`config.mk`:
```
export PLATFORM = sky130hd
export DESIGN_NAME = bpm_top
export DESIGN_NICKNAME = d
export VERILOG_FILES = /design/src/rtl/bpm_pkg.sv /design/src/rtl/bpm_top.sv /design/src/rtl/bpm_bip_acc.sv /design/src/rtl/bpm_err_cnt.sv
export VERILOG_INCLUDE_DIRS = /design/src /design/src/rtl
export SDC_FILE = /design/constraint.sdc
export NUM_CORES = 1
export LEC_CHECK = 0
export BUFFER_PORTS_ARGS = -buffer_cell sky130_fd_sc_hd__buf_2
export CORE_MARGIN = 5
export CORE_UTILIZATION = 25
export CTS_CLUSTER_SIZE = 40
export DETAILED_ROUTE_END_ITERATION = 10
export GPL_ROUTABILITY_DRIVEN = 0
export PLACE_DENSITY = 0.51
export SLEW_MARGIN = 40
export SYNTH_ARGS = -nofsm -noshare
export SYNTH_HDL_FRONTEND = slang
export SYNTH_SLANG_ARGS = --single-unit
```
`constraint.sdc`:
```
create_clock -name ref_clk_i -period 6.2 [get_ports ref_clk_i]
set_clock_uncertainty 0.1 [all_clocks]
set_input_delay 0.31 -clock ref_clk_i [delete_from_list [all_inputs] [get_ports ref_clk_i]]
set_output_delay 0.31 -clock ref_clk_i [all_outputs]
set_load 0.05 [all_outputs]
```
`src/rtl/bpm_cfg.svh`:
```
`ifndef BPM_CFG_SVH
`define BPM_CFG_SVH

// register indices; the byte address on the bus is four times the index
`define BPM_IDX_CTRL    14'h1103
`define BPM_IDX_IRQEN   14'h1107
`define BPM_IDX_STAT    14'h110B
`define BPM_IDX_B1CNT   14'h1110
`define BPM_IDX_B2CNT   14'h1114

// reset values and writable or implemented bits
`define BPM_CTRL_RST    8'h00
`define BPM_CTRL_WMASK  8'h7F
`define BPM_IRQEN_RST   8'h18
`define BPM_STAT_IMPL   8'h18

// field positions
`define BPM_BIT_B1MODE  0
`define BPM_BIT_B2MODE  1
`define BPM_BIT_B1ERR   3
`define BPM_BIT_B2ERR   4

`endif

```
`src/rtl/bpm_pkg.sv`:
```
package bpm_pkg;

	// one byte of the received frame with its position marks from the framer
	typedef struct packed {
		logic       vld;
		logic       sof;
		logic       soh;
		logic       b1;
		logic       b2;
		logic [1:0] slot;
		logic [7:0] data;
	} bpm_rx_byte_t;

	// bus slave states, one-hot
	typedef enum logic [1:0] {
		BPM_IDLE = 2'b01,
		BPM_ACK  = 2'b10
	} bpm_bus_st_t;

	// number of ones in a byte, 0 to 8
	function automatic logic [3:0] bpm_ones8(input logic [7:0] v);
		logic [3:0] n;
		n = 4'h0;
		for (int i = 0; i < 8; i++) begin
			n = n + {3'h0, v[i]};
		end
		return n;
	endfunction

endpackage

```
`src/rtl/bpm_top.sv`:
```
// The implementer's own choice: the Avalon-MM register port.
`timescale 1ns/1ps
`include "bpm_cfg.svh"

// What this block does
// - bit mode adds errored B1 bits, max 8
// - frame mode adds one per errored B1
// - B1 mismatch sets status bit 3, interrupt
// - line parity over line overhead and envelope
// - line parity checked against next frame's B2
// - B2 mismatch sets status bit 4, interrupt
// - B2 errors advance 32-bit four-byte counter
// - frame mode adds one per errored frame
// - bit mode adds errored B2 bits, max 24
module bpm_top #(
	parameter int CNT_W = 32,
	parameter int LANES = 3
) (
	input  wire logic                  ref_clk_i,
	input  wire logic                  reset_n_i,
	input  wire bpm_pkg::bpm_rx_byte_t rx_byte_i,
	input  wire logic [15:0]           avs_address_i,
	input  wire logic                  avs_read_i,
	input  wire logic                  avs_write_i,
	input  wire logic [31:0]           avs_writedata_i,
	input  wire logic [3:0]            avs_byteenable_i,
	output logic                       avs_waitrequest_o,
	output logic      [31:0]           avs_readdata_o,
	output logic                       int_n_o
);
	import bpm_pkg::*;

	if (CNT_W < 8 || CNT_W > 32 || LANES < 1 || LANES > 4) begin : g_bad
		$error("bpm_top: CNT_W must be 8 to 32 and LANES 1 to 4");
	end

	// reset release through two flops
	logic rst_meta_r;
	logic rst_sync_n_r;

	always_ff @(posedge ref_clk_i or negedge reset_n_i) begin
		if (!reset_n_i) begin
			rst_meta_r   <= 1'b0;
			rst_sync_n_r <= 1'b0;
		end else begin
			rst_meta_r   <= 1'b1;
			rst_sync_n_r <= rst_meta_r;
		end
	end

	logic                  restart;
	logic                  b1_ok;
	logic                  b2_ok;
	logic [0:0][7:0]       b1_prev;
	logic [LANES-1:0][7:0] b2_prev;

	assign restart = rx_byte_i.vld & rx_byte_i.sof;

	// section parity covers every byte of the frame
	bpm_bip_acc #(
		.LANES(1)
	) u_b1_acc (
		.clk_i    (ref_clk_i),
		.rst_n_i  (rst_sync_n_r),
		.restart_i(restart),
		.en_i     (rx_byte_i.vld),
		.lane_i   (2'h0),
		.data_i   (rx_byte_i.data),
		.prev_o   (b1_prev),
		.prev_ok_o(b1_ok)
	);

	// line parity per tributary, section overhead rows left out
	bpm_bip_acc #(
		.LANES(LANES)
	) u_b2_acc (
		.clk_i    (ref_clk_i),
		.rst_n_i  (rst_sync_n_r),
		.restart_i(restart),
		.en_i     (rx_byte_i.vld & ~rx_byte_i.soh),
		.lane_i   (rx_byte_i.slot),
		.data_i   (rx_byte_i.data),
		.prev_o   (b2_prev),
		.prev_ok_o(b2_ok)
	);

	logic [7:0] ctrl_r, ctrl_nxt;
	logic [7:0] irqen_r, irqen_nxt;
	logic [7:0] stat_r, stat_nxt;
	logic [7:0] stat_set, stat_clr;
	logic       b2_seen_r, b2_seen_nxt;
	logic [7:0] b2_sel;
	logic       slot_ok;
	logic [7:0] b1_diff, b2_diff;
	logic       b1_err, b2_err;
	logic [4:0] b1_add, b2_add;

	// compare the stored parity with the parity byte of the following frame
	always_comb begin
		b2_sel  = 8'h00;
		slot_ok = 1'b0;
		for (int i = 0; i < LANES; i++) begin
			if (rx_byte_i.slot == 2'(i)) begin
				b2_sel  = b2_prev[i];
				slot_ok = 1'b1;
			end
		end
		b1_diff = rx_byte_i.data ^ b1_prev[0];
		b2_diff = rx_byte_i.data ^ b2_sel;
		b1_err  = rx_byte_i.vld & rx_byte_i.b1 & b1_ok & (b1_diff != 8'h00);
		b2_err  = rx_byte_i.vld & rx_byte_i.b2 & b2_ok & slot_ok & (b2_diff != 8'h00);
	end

	// add amounts; frame mode counts a B2 frame only on its first bad byte
	always_comb begin
		b1_add = 5'h00;
		b2_add = 5'h00;
		if (b1_err) begin
			if (ctrl_r[`BPM_BIT_B1MODE]) begin
				b1_add = 5'h01;
			end else begin
				b1_add = {1'b0, bpm_ones8(b1_diff)};
			end
		end
		if (b2_err) begin
			if (ctrl_r[`BPM_BIT_B2MODE]) begin
				b2_add = b2_seen_r ? 5'h00 : 5'h01;
			end else begin
				b2_add = {1'b0, bpm_ones8(b2_diff)};
			end
		end
		b2_seen_nxt = restart ? 1'b0 : (b2_seen_r | b2_err);
	end

	always_ff @(posedge ref_clk_i or negedge rst_sync_n_r) begin
		if (!rst_sync_n_r) begin
			b2_seen_r <= 1'b0;
		end else begin
			b2_seen_r <= b2_seen_nxt;
		end
	end

	logic [CNT_W-1:0] b1_cnt, b2_cnt;

	// bit mode adds at most 8 per parity byte, so a counter never sees more than 24 per frame with three lanes
	bpm_err_cnt #(
		.W(CNT_W)
	) u_b1_cnt (
		.clk_i  (ref_clk_i),
		.rst_n_i(rst_sync_n_r),
		.add_i  (b1_add),
		.cnt_o  (b1_cnt)
	);

	bpm_err_cnt #(
		.W(CNT_W)
	) u_b2_cnt (
		.clk_i  (ref_clk_i),
		.rst_n_i(rst_sync_n_r),
		.add_i  (b2_add),
		.cnt_o  (b2_cnt)
	);

	// bus side
	bpm_bus_st_t bus_st_r, bus_st_nxt;
	logic [31:0] rdata_r, rdata_nxt;
	logic [31:0] b1_hold_r, b1_hold_nxt;
	logic [31:0] b2_hold_r, b2_hold_nxt;
	logic        int_n_r, int_n_nxt;
	logic        req, prep, take;
	logic [13:0] reg_idx;

	assign reg_idx = avs_address_i[15:2];

	// index match, plain register
	function automatic logic at_idx(input logic [13:0] i);
		return reg_idx == i;
	endfunction

	// index match, one of the four bytes of a counter
	function automatic logic at_cnt(input logic [13:0] base);
		return reg_idx[13:2] == base[13:2];
	endfunction

	// byte 0 is the top byte and comes live; the others come from the snapshot
	function automatic logic [7:0] cnt_byte(input logic [31:0] live,
		input logic [31:0] hold);
		logic [7:0] b;
		case (reg_idx[1:0])
			2'h0: b = live[31:24];
			2'h1: b = hold[23:16];
			2'h2: b = hold[15:8];
			default: b = hold[7:0];
		endcase
		return b;
	endfunction

	// read mux; unmapped indices read zero
	function automatic logic [31:0] rd_word();
		logic [7:0] v;
		v = 8'h00;
		if (at_idx(`BPM_IDX_CTRL)) begin
			v = ctrl_r;
		end else if (at_idx(`BPM_IDX_IRQEN)) begin
			v = irqen_r;
		end else if (at_idx(`BPM_IDX_STAT)) begin
			v = stat_r;
		end else if (at_cnt(`BPM_IDX_B1CNT)) begin
			v = cnt_byte(32'(b1_cnt), b1_hold_r);
		end else if (at_cnt(`BPM_IDX_B2CNT)) begin
			v = cnt_byte(32'(b2_cnt), b2_hold_r);
		end
		return {24'h0, v};
	endfunction

	// two-cycle handshake: data latched on the first edge, taken on the second
	always_comb begin
		req         = avs_read_i | avs_write_i;
		prep        = req & (bus_st_r == BPM_IDLE);
		take        = req & (bus_st_r == BPM_ACK);
		bus_st_nxt  = prep ? BPM_ACK : BPM_IDLE;
		rdata_nxt   = rdata_r;
		b1_hold_nxt = b1_hold_r;
		b2_hold_nxt = b2_hold_r;
		ctrl_nxt    = ctrl_r;
		irqen_nxt   = irqen_r;
		stat_clr    = 8'h00;
		if (prep && avs_read_i) begin
			rdata_nxt = rd_word();
			// top-byte read freezes the rest, so the four bytes belong together
			if (at_idx(`BPM_IDX_B1CNT)) begin
				b1_hold_nxt = 32'(b1_cnt);
			end
			if (at_idx(`BPM_IDX_B2CNT)) begin
				b2_hold_nxt = 32'(b2_cnt);
			end
		end
		if (take && avs_write_i && avs_byteenable_i[0]) begin
			if (at_idx(`BPM_IDX_CTRL)) begin
				ctrl_nxt = avs_writedata_i[7:0] & `BPM_CTRL_WMASK;
			end else if (at_idx(`BPM_IDX_IRQEN)) begin
				irqen_nxt = avs_writedata_i[7:0] & `BPM_STAT_IMPL;
			end else if (at_idx(`BPM_IDX_STAT)) begin
				stat_clr = avs_writedata_i[7:0];
			end
		end
		// only bits that were shown are cleared, so a late event survives
		if (take && avs_read_i && at_idx(`BPM_IDX_STAT)) begin
			stat_clr = rdata_r[7:0];
		end
	end

	// sticky status, set beats clear; interrupt pin follows in the same edge
	always_comb begin
		stat_set = 8'h00;
		stat_set[`BPM_BIT_B1ERR] = b1_err;
		stat_set[`BPM_BIT_B2ERR] = b2_err;
		stat_nxt  = ((stat_r & ~stat_clr) | stat_set) & `BPM_STAT_IMPL;
		int_n_nxt = ~|(stat_nxt & irqen_nxt);
	end

	always_ff @(posedge ref_clk_i or negedge rst_sync_n_r) begin
		if (!rst_sync_n_r) begin
			bus_st_r  <= BPM_IDLE;
			rdata_r   <= 32'h0000_0000;
			b1_hold_r <= 32'h0000_0000;
			b2_hold_r <= 32'h0000_0000;
			ctrl_r    <= `BPM_CTRL_RST;
			irqen_r   <= `BPM_IRQEN_RST;
			stat_r    <= 8'h00;
			int_n_r   <= 1'b1;
		end else begin
			bus_st_r  <= bus_st_nxt;
			rdata_r   <= rdata_nxt;
			b1_hold_r <= b1_hold_nxt;
			b2_hold_r <= b2_hold_nxt;
			ctrl_r    <= ctrl_nxt;
			irqen_r   <= irqen_nxt;
			stat_r    <= stat_nxt;
			int_n_r   <= int_n_nxt;
		end
	end

	// the idle code bit doubles as the wait flag
	assign avs_waitrequest_o = bus_st_r[0];
	assign avs_readdata_o    = rdata_r;
	assign int_n_o           = int_n_r;

	// shadow line parity of lane 0, only read by the checks below
	logic [7:0] chk_par_r, chk_par_nxt;

	always_comb begin
		chk_par_nxt = restart ? 8'h00 : chk_par_r;
		if (rx_byte_i.vld && !rx_byte_i.soh && rx_byte_i.slot == 2'h0) begin
			chk_par_nxt = chk_par_nxt ^ rx_byte_i.data;
		end
	end

	always_ff @(posedge ref_clk_i or negedge rst_sync_n_r) begin
		if (!rst_sync_n_r) begin
			chk_par_r <= 8'h00;
		end else begin
			chk_par_r <= chk_par_nxt;
		end
	end
endmodule

```
`src/rtl/bpm_bip_acc.sv`:
```
`timescale 1ns/1ps

// per-lane running BIP-8; the finished value of a frame is kept while the next one runs
module bpm_bip_acc #(
	parameter int LANES = 1
) (
	input  wire logic                   clk_i,
	input  wire logic                   rst_n_i,
	input  wire logic                   restart_i,
	input  wire logic                   en_i,
	input  wire logic [1:0]             lane_i,
	input  wire logic [7:0]             data_i,
	output logic      [LANES-1:0][7:0]  prev_o,
	output logic                        prev_ok_o
);
	logic [LANES-1:0][7:0] acc_r, acc_nxt, prev_r, prev_nxt;
	logic                  ok_r, ok_nxt;

	if (LANES < 1 || LANES > 4) begin : g_bad
		$error("bpm_bip_acc: LANES must be 1 to 4");
	end

	// restart drops the old sum into prev; the starting byte already counts
	for (genvar g = 0; g < LANES; g++) begin : g_lane
		always_comb begin
			acc_nxt[g]  = restart_i ? 8'h00 : acc_r[g];
			prev_nxt[g] = restart_i ? acc_r[g] : prev_r[g];
			if (en_i && lane_i == 2'(g)) begin
				acc_nxt[g] = acc_nxt[g] ^ data_i;
			end
		end
	end

	// no compare until the first frame start after reset was seen
	always_comb begin
		ok_nxt = ok_r | restart_i;
	end

	always_ff @(posedge clk_i or negedge rst_n_i) begin
		if (!rst_n_i) begin
			acc_r  <= '0;
			prev_r <= '0;
			ok_r   <= 1'b0;
		end else begin
			acc_r  <= acc_nxt;
			prev_r <= prev_nxt;
			ok_r   <= ok_nxt;
		end
	end

	assign prev_o    = prev_r;
	assign prev_ok_o = ok_r;

endmodule

```
`src/rtl/bpm_err_cnt.sv`:
```
`timescale 1ns/1ps

// error tally; sticks at all ones rather than wrapping back to a small figure
module bpm_err_cnt #(
	parameter int W = 32
) (
	input  wire logic          clk_i,
	input  wire logic          rst_n_i,
	input  wire logic [4:0]    add_i,
	output logic      [W-1:0]  cnt_o
);
	logic [W-1:0] cnt_r, cnt_nxt;
	logic [W:0]   sum;

	if (W < 8 || W > 32) begin : g_bad
		$error("bpm_err_cnt: W must be 8 to 32");
	end

	// add with saturation
	always_comb begin
		sum     = {1'b0, cnt_r} + (W+1)'(add_i);
		cnt_nxt = sum[W] ? '1 : sum[W-1:0];
	end

	always_ff @(posedge clk_i or negedge rst_n_i) begin
		if (!rst_n_i) begin
			cnt_r <= '0;
		end else begin
			cnt_r <= cnt_nxt;
		end
	end

	assign cnt_o = cnt_r;

endmodule

```
==> reports/results.tsv <==
metric	value	unit
outcome	finished, final reports clean	
yosysSeqAreaShare	0.475	
cts_max_level	1	
rsz0062_at_grt	no	
critPathLaunchType	flop	
mappedNetlistArea	10700	um^2
clk_transition_reported_paths	60	ps
crit_family	adder cells	
power_frac_clock	0.388	
cts_made_buffers	23	
numPortBuffers	50	
hold_viol_final	0	
max_cap_violations	0	
rrSetupSlack	480	ps
die_area	47100	um^2
synth_top_family_by_area	simple AND/OR/NAND/NOR gates	
tns	0	ps
arrival	6080	ps
clk_latency	550	ps
worst_pin_slew	793	ps
cts.sinks	203	
cp-end-kind	flop	
die-width	217	um
final_min_period_over_clock_period	0.923	
root_buffer	clkbuf_16	
synth_cell_type_count	72	
fp-row-count	75	
nNetsFinal	1106	
io_pins	105	
dp_hpwl	17800	um
crit_fanout	18	
yosysTopAreaCell	dfrtp_1	
drcViolationCount	0	
synth_top_area_share	0.465	
fillers	4291	
cp_cell_sequence	mux2i_1 -> o221ai_1 -> or2_2 -> fa_1 -> inv_1 -> fa_1 -> inv_1 -> fa_1 -> inv_1 -> ha_1 -> fa_1 -> nor4b_1 -> fa_1 -> a21o_1 -> a21oi_1 -> nor3_4 -> nand3_2 -> buf_12 -> nand2b_1	
crit_path_max_incr_delay	530	ps
async_flop_share	1.00	
grt_pass1_wl	41000	um
holdWs	24.4	ps
drtAntennaViolNets	0	
final_common_cell	dfrtp_1	
ys_ff_latch	203	
wl_per_cell	16.3	um
ys.flop_type	dfrtp_1	
slew_headroom	0.471	
synth.area.top_cells	dfrtp_1, mux2_2, nand2_1	
swShare	0.299	
hold_path.class	input pin to flop	
synthAdderAreaFrac	0.0374	
cts.path.max_buffers	3	
antenna_found_initial	3	
drt-total-wl	25500	um
final.min_clock_period	5720	ps
synthCells	965	
grt_max_degree	68	
synthSimpleGateAreaFrac	0.163	
dr.pass1.iters	5	
synth_mux_area_frac	0.152	
gr-total-overflow	0	
cp_slowest_cell	fa_1	
final_cell_mix	dfrtp_1, nand2_1, mux2_2	
cp_common_cell	fa_1	
grt_pass1_vias	7124	
setup_violations	0	
irDropWorstVdd	0.000177	V
p_int	2740	uW
drt_iter0_markers	374	
p_leak	0.00555	uW
die_height	217	um
power	3910	uW
critPathBufInv	4	
p_sw	1170	uW
max_freq	0.175	GHz
synth-xor-area-share	0.0458	
syn_to_final_growth	15.6	%
synth-edff-count	0	
p_per_area	316	nW/um^2
start_util	0.254	
core	42100	um^2
vias_per_cell	4.64	
cts_tree	built	
power_frac_comb	0.216	
worstSetupPathType	flop to flop	
drv_slew	0	
avgSynthCellArea	11.1	um^2
grt_util_all_layers	0.107	
ys_warn_count	0	
drive_above_1_share	0.225	
pwr-share-seq	0.396	
crit_required	6550	ps
synth_compound_area_frac	0.0779	
vias	7261	
diodes	0	
post_cts_resized	0	
-- final timing paths --
check | from | to | cells past startpoint
max | u_b2_acc.prev_o[11] | u_b2_cnt.cnt_o[0] | 19
max reg2reg | u_b2_acc.prev_o[11] | u_b2_cnt.cnt_o[0] | 19
max in group asynchronous | rst_sync_n_r | avs_readdata_o[1] | 1
min in group asynchronous | rst_sync_n_r | bus_st_r[1] | 0
min reg2reg | rst_meta_r | rst_sync_n_r | 0
min | avs_read_i | bus_st_r[0] | 2
-- routing by layer --
layer	wire (um)	vias to the layer above	track usage	share of wire
li1	-	3504	-	-
met1	12700	3604	0.160	0.50
met2	11300	118	0.161	0.44
met3	1000	29	0.0210	0.039
met4	429	6	0.0206	0.017
met5	28	-	0	0.0011
-- area by class of cell --
class | instances | area [um^2] | area share
clock buffer | 29 | 608 | 0.0491
clock inverter | 13 | 230 | 0.0186
inverter | 22 | 82.6 | 0.00667
multi-input combinational | 685 | 5220 | 0.422
sequential | 203 | 5090 | 0.411
tap | 539 | 674 | 0.0545
timing repair buffer | 74 | 474 | 0.0383
-- registers in the layout, summed over array words and instances, names as in the netlist, 2 cells and up --
name,flops
u_b1_cnt.cnt_o,32
u_b1_acc.prev_o,8
bus_st_r,2
u_b2_acc.acc_r,24
stat_r,2
u_b2_acc.prev_o,24
ctrl_r,7
b2_hold_r,24
u_b1_acc.acc_r,8
irqen_r,2
avs_readdata_o,8
u_b2_cnt.cnt_o,32
b1_hold_r,24
-- worst reg2reg max path, cell delays in order (launching register included) --
cell      delay [ps]
dfrtp_1          370
mux2i_1          180
o221ai_1         150
or2_2            320
fa_1             480
inv_1             50
fa_1             530
inv_1             50
fa_1             530
inv_1             40
ha_1             210
fa_1             480
nor4b_1          480
fa_1             320
a21o_1           160
a21oi_1          150
nor3_4           400
nand3_2          320
buf_12           260
nand2b_1          80
-- power by group through the flow --
stage	clock network, uW	registers [uW]	logic [uW]
floorplan	0	1590	625
global route	1620	1570	973
global placement	0	1570	835
detailed placement	0	1570	851
CTS	1560	1550	863
finish	1520	1550	847
-- cells in the mapped netlist, types with 3 or more instances --
cell / n
nor3b_1: 7
nand4b_1: 5
and4_1: 7
a31oi_1: 4
clkbuf_1: 34
buf_2: 12
nor4_1: 8
nand3_1: 38
mux4_2: 16
o31ai_1: 8
mux2_1: 4
a41oi_1: 4
nand4_1: 13
a21oi_1: 27
mux2_2: 93
o2111ai_1: 5
nor2b_1: 16
buf_4: 26
inv_1: 22
buf_6: 4
ha_1: 16
or3_1: 15
o211ai_1: 5
xnor2_1: 18
fa_1: 10
dfstp_2: 4
nor4b_1: 3
dfrtp_1: 199
or4_1: 8
nand2_1: 104
nor3_1: 13
o21ai_0: 40
and2_1: 6
a311oi_1: 8
nor2_1: 33
nand2b_1: 16
mux2i_1: 17
o221ai_1: 5
a21o_1: 6
and3_1: 8
xor2_1: 38
-- cells by family after synthesis --
logic type	Yosys count
other	2
AO/OA/AOI/OAI	129
multiplexers	130
XOR/XNOR	56
AND/OR/NAND/NOR	319
buffers and inverters	100
flip-flops	203
adder cells (fa/ha/maj)	26
-- metrics by stage --
step | setup WS [ps] | std cells | utilization | area, um^2
5_1_grt | 66.7 | 1565 | 0.294 | 12400
3_3_place_gp | 156 | 1512 | 0.271 | 11400
6_report | 475 | 1565 | 0.294 | 12400
3_5_place_dp | 104 | 1512 | 0.271 | 11400
2_1_floorplan | 31.3 | 988 | - | 10800
4_1_cts | 465 | 1565 | 0.293 | 12400
-- repair_timing --
action                    in CTS  in global routing
hold endpoints to repair      14                  0
buffers inserted               0                  0
hold buffers                  11                  0
Power figures use the tool's default switching activity.
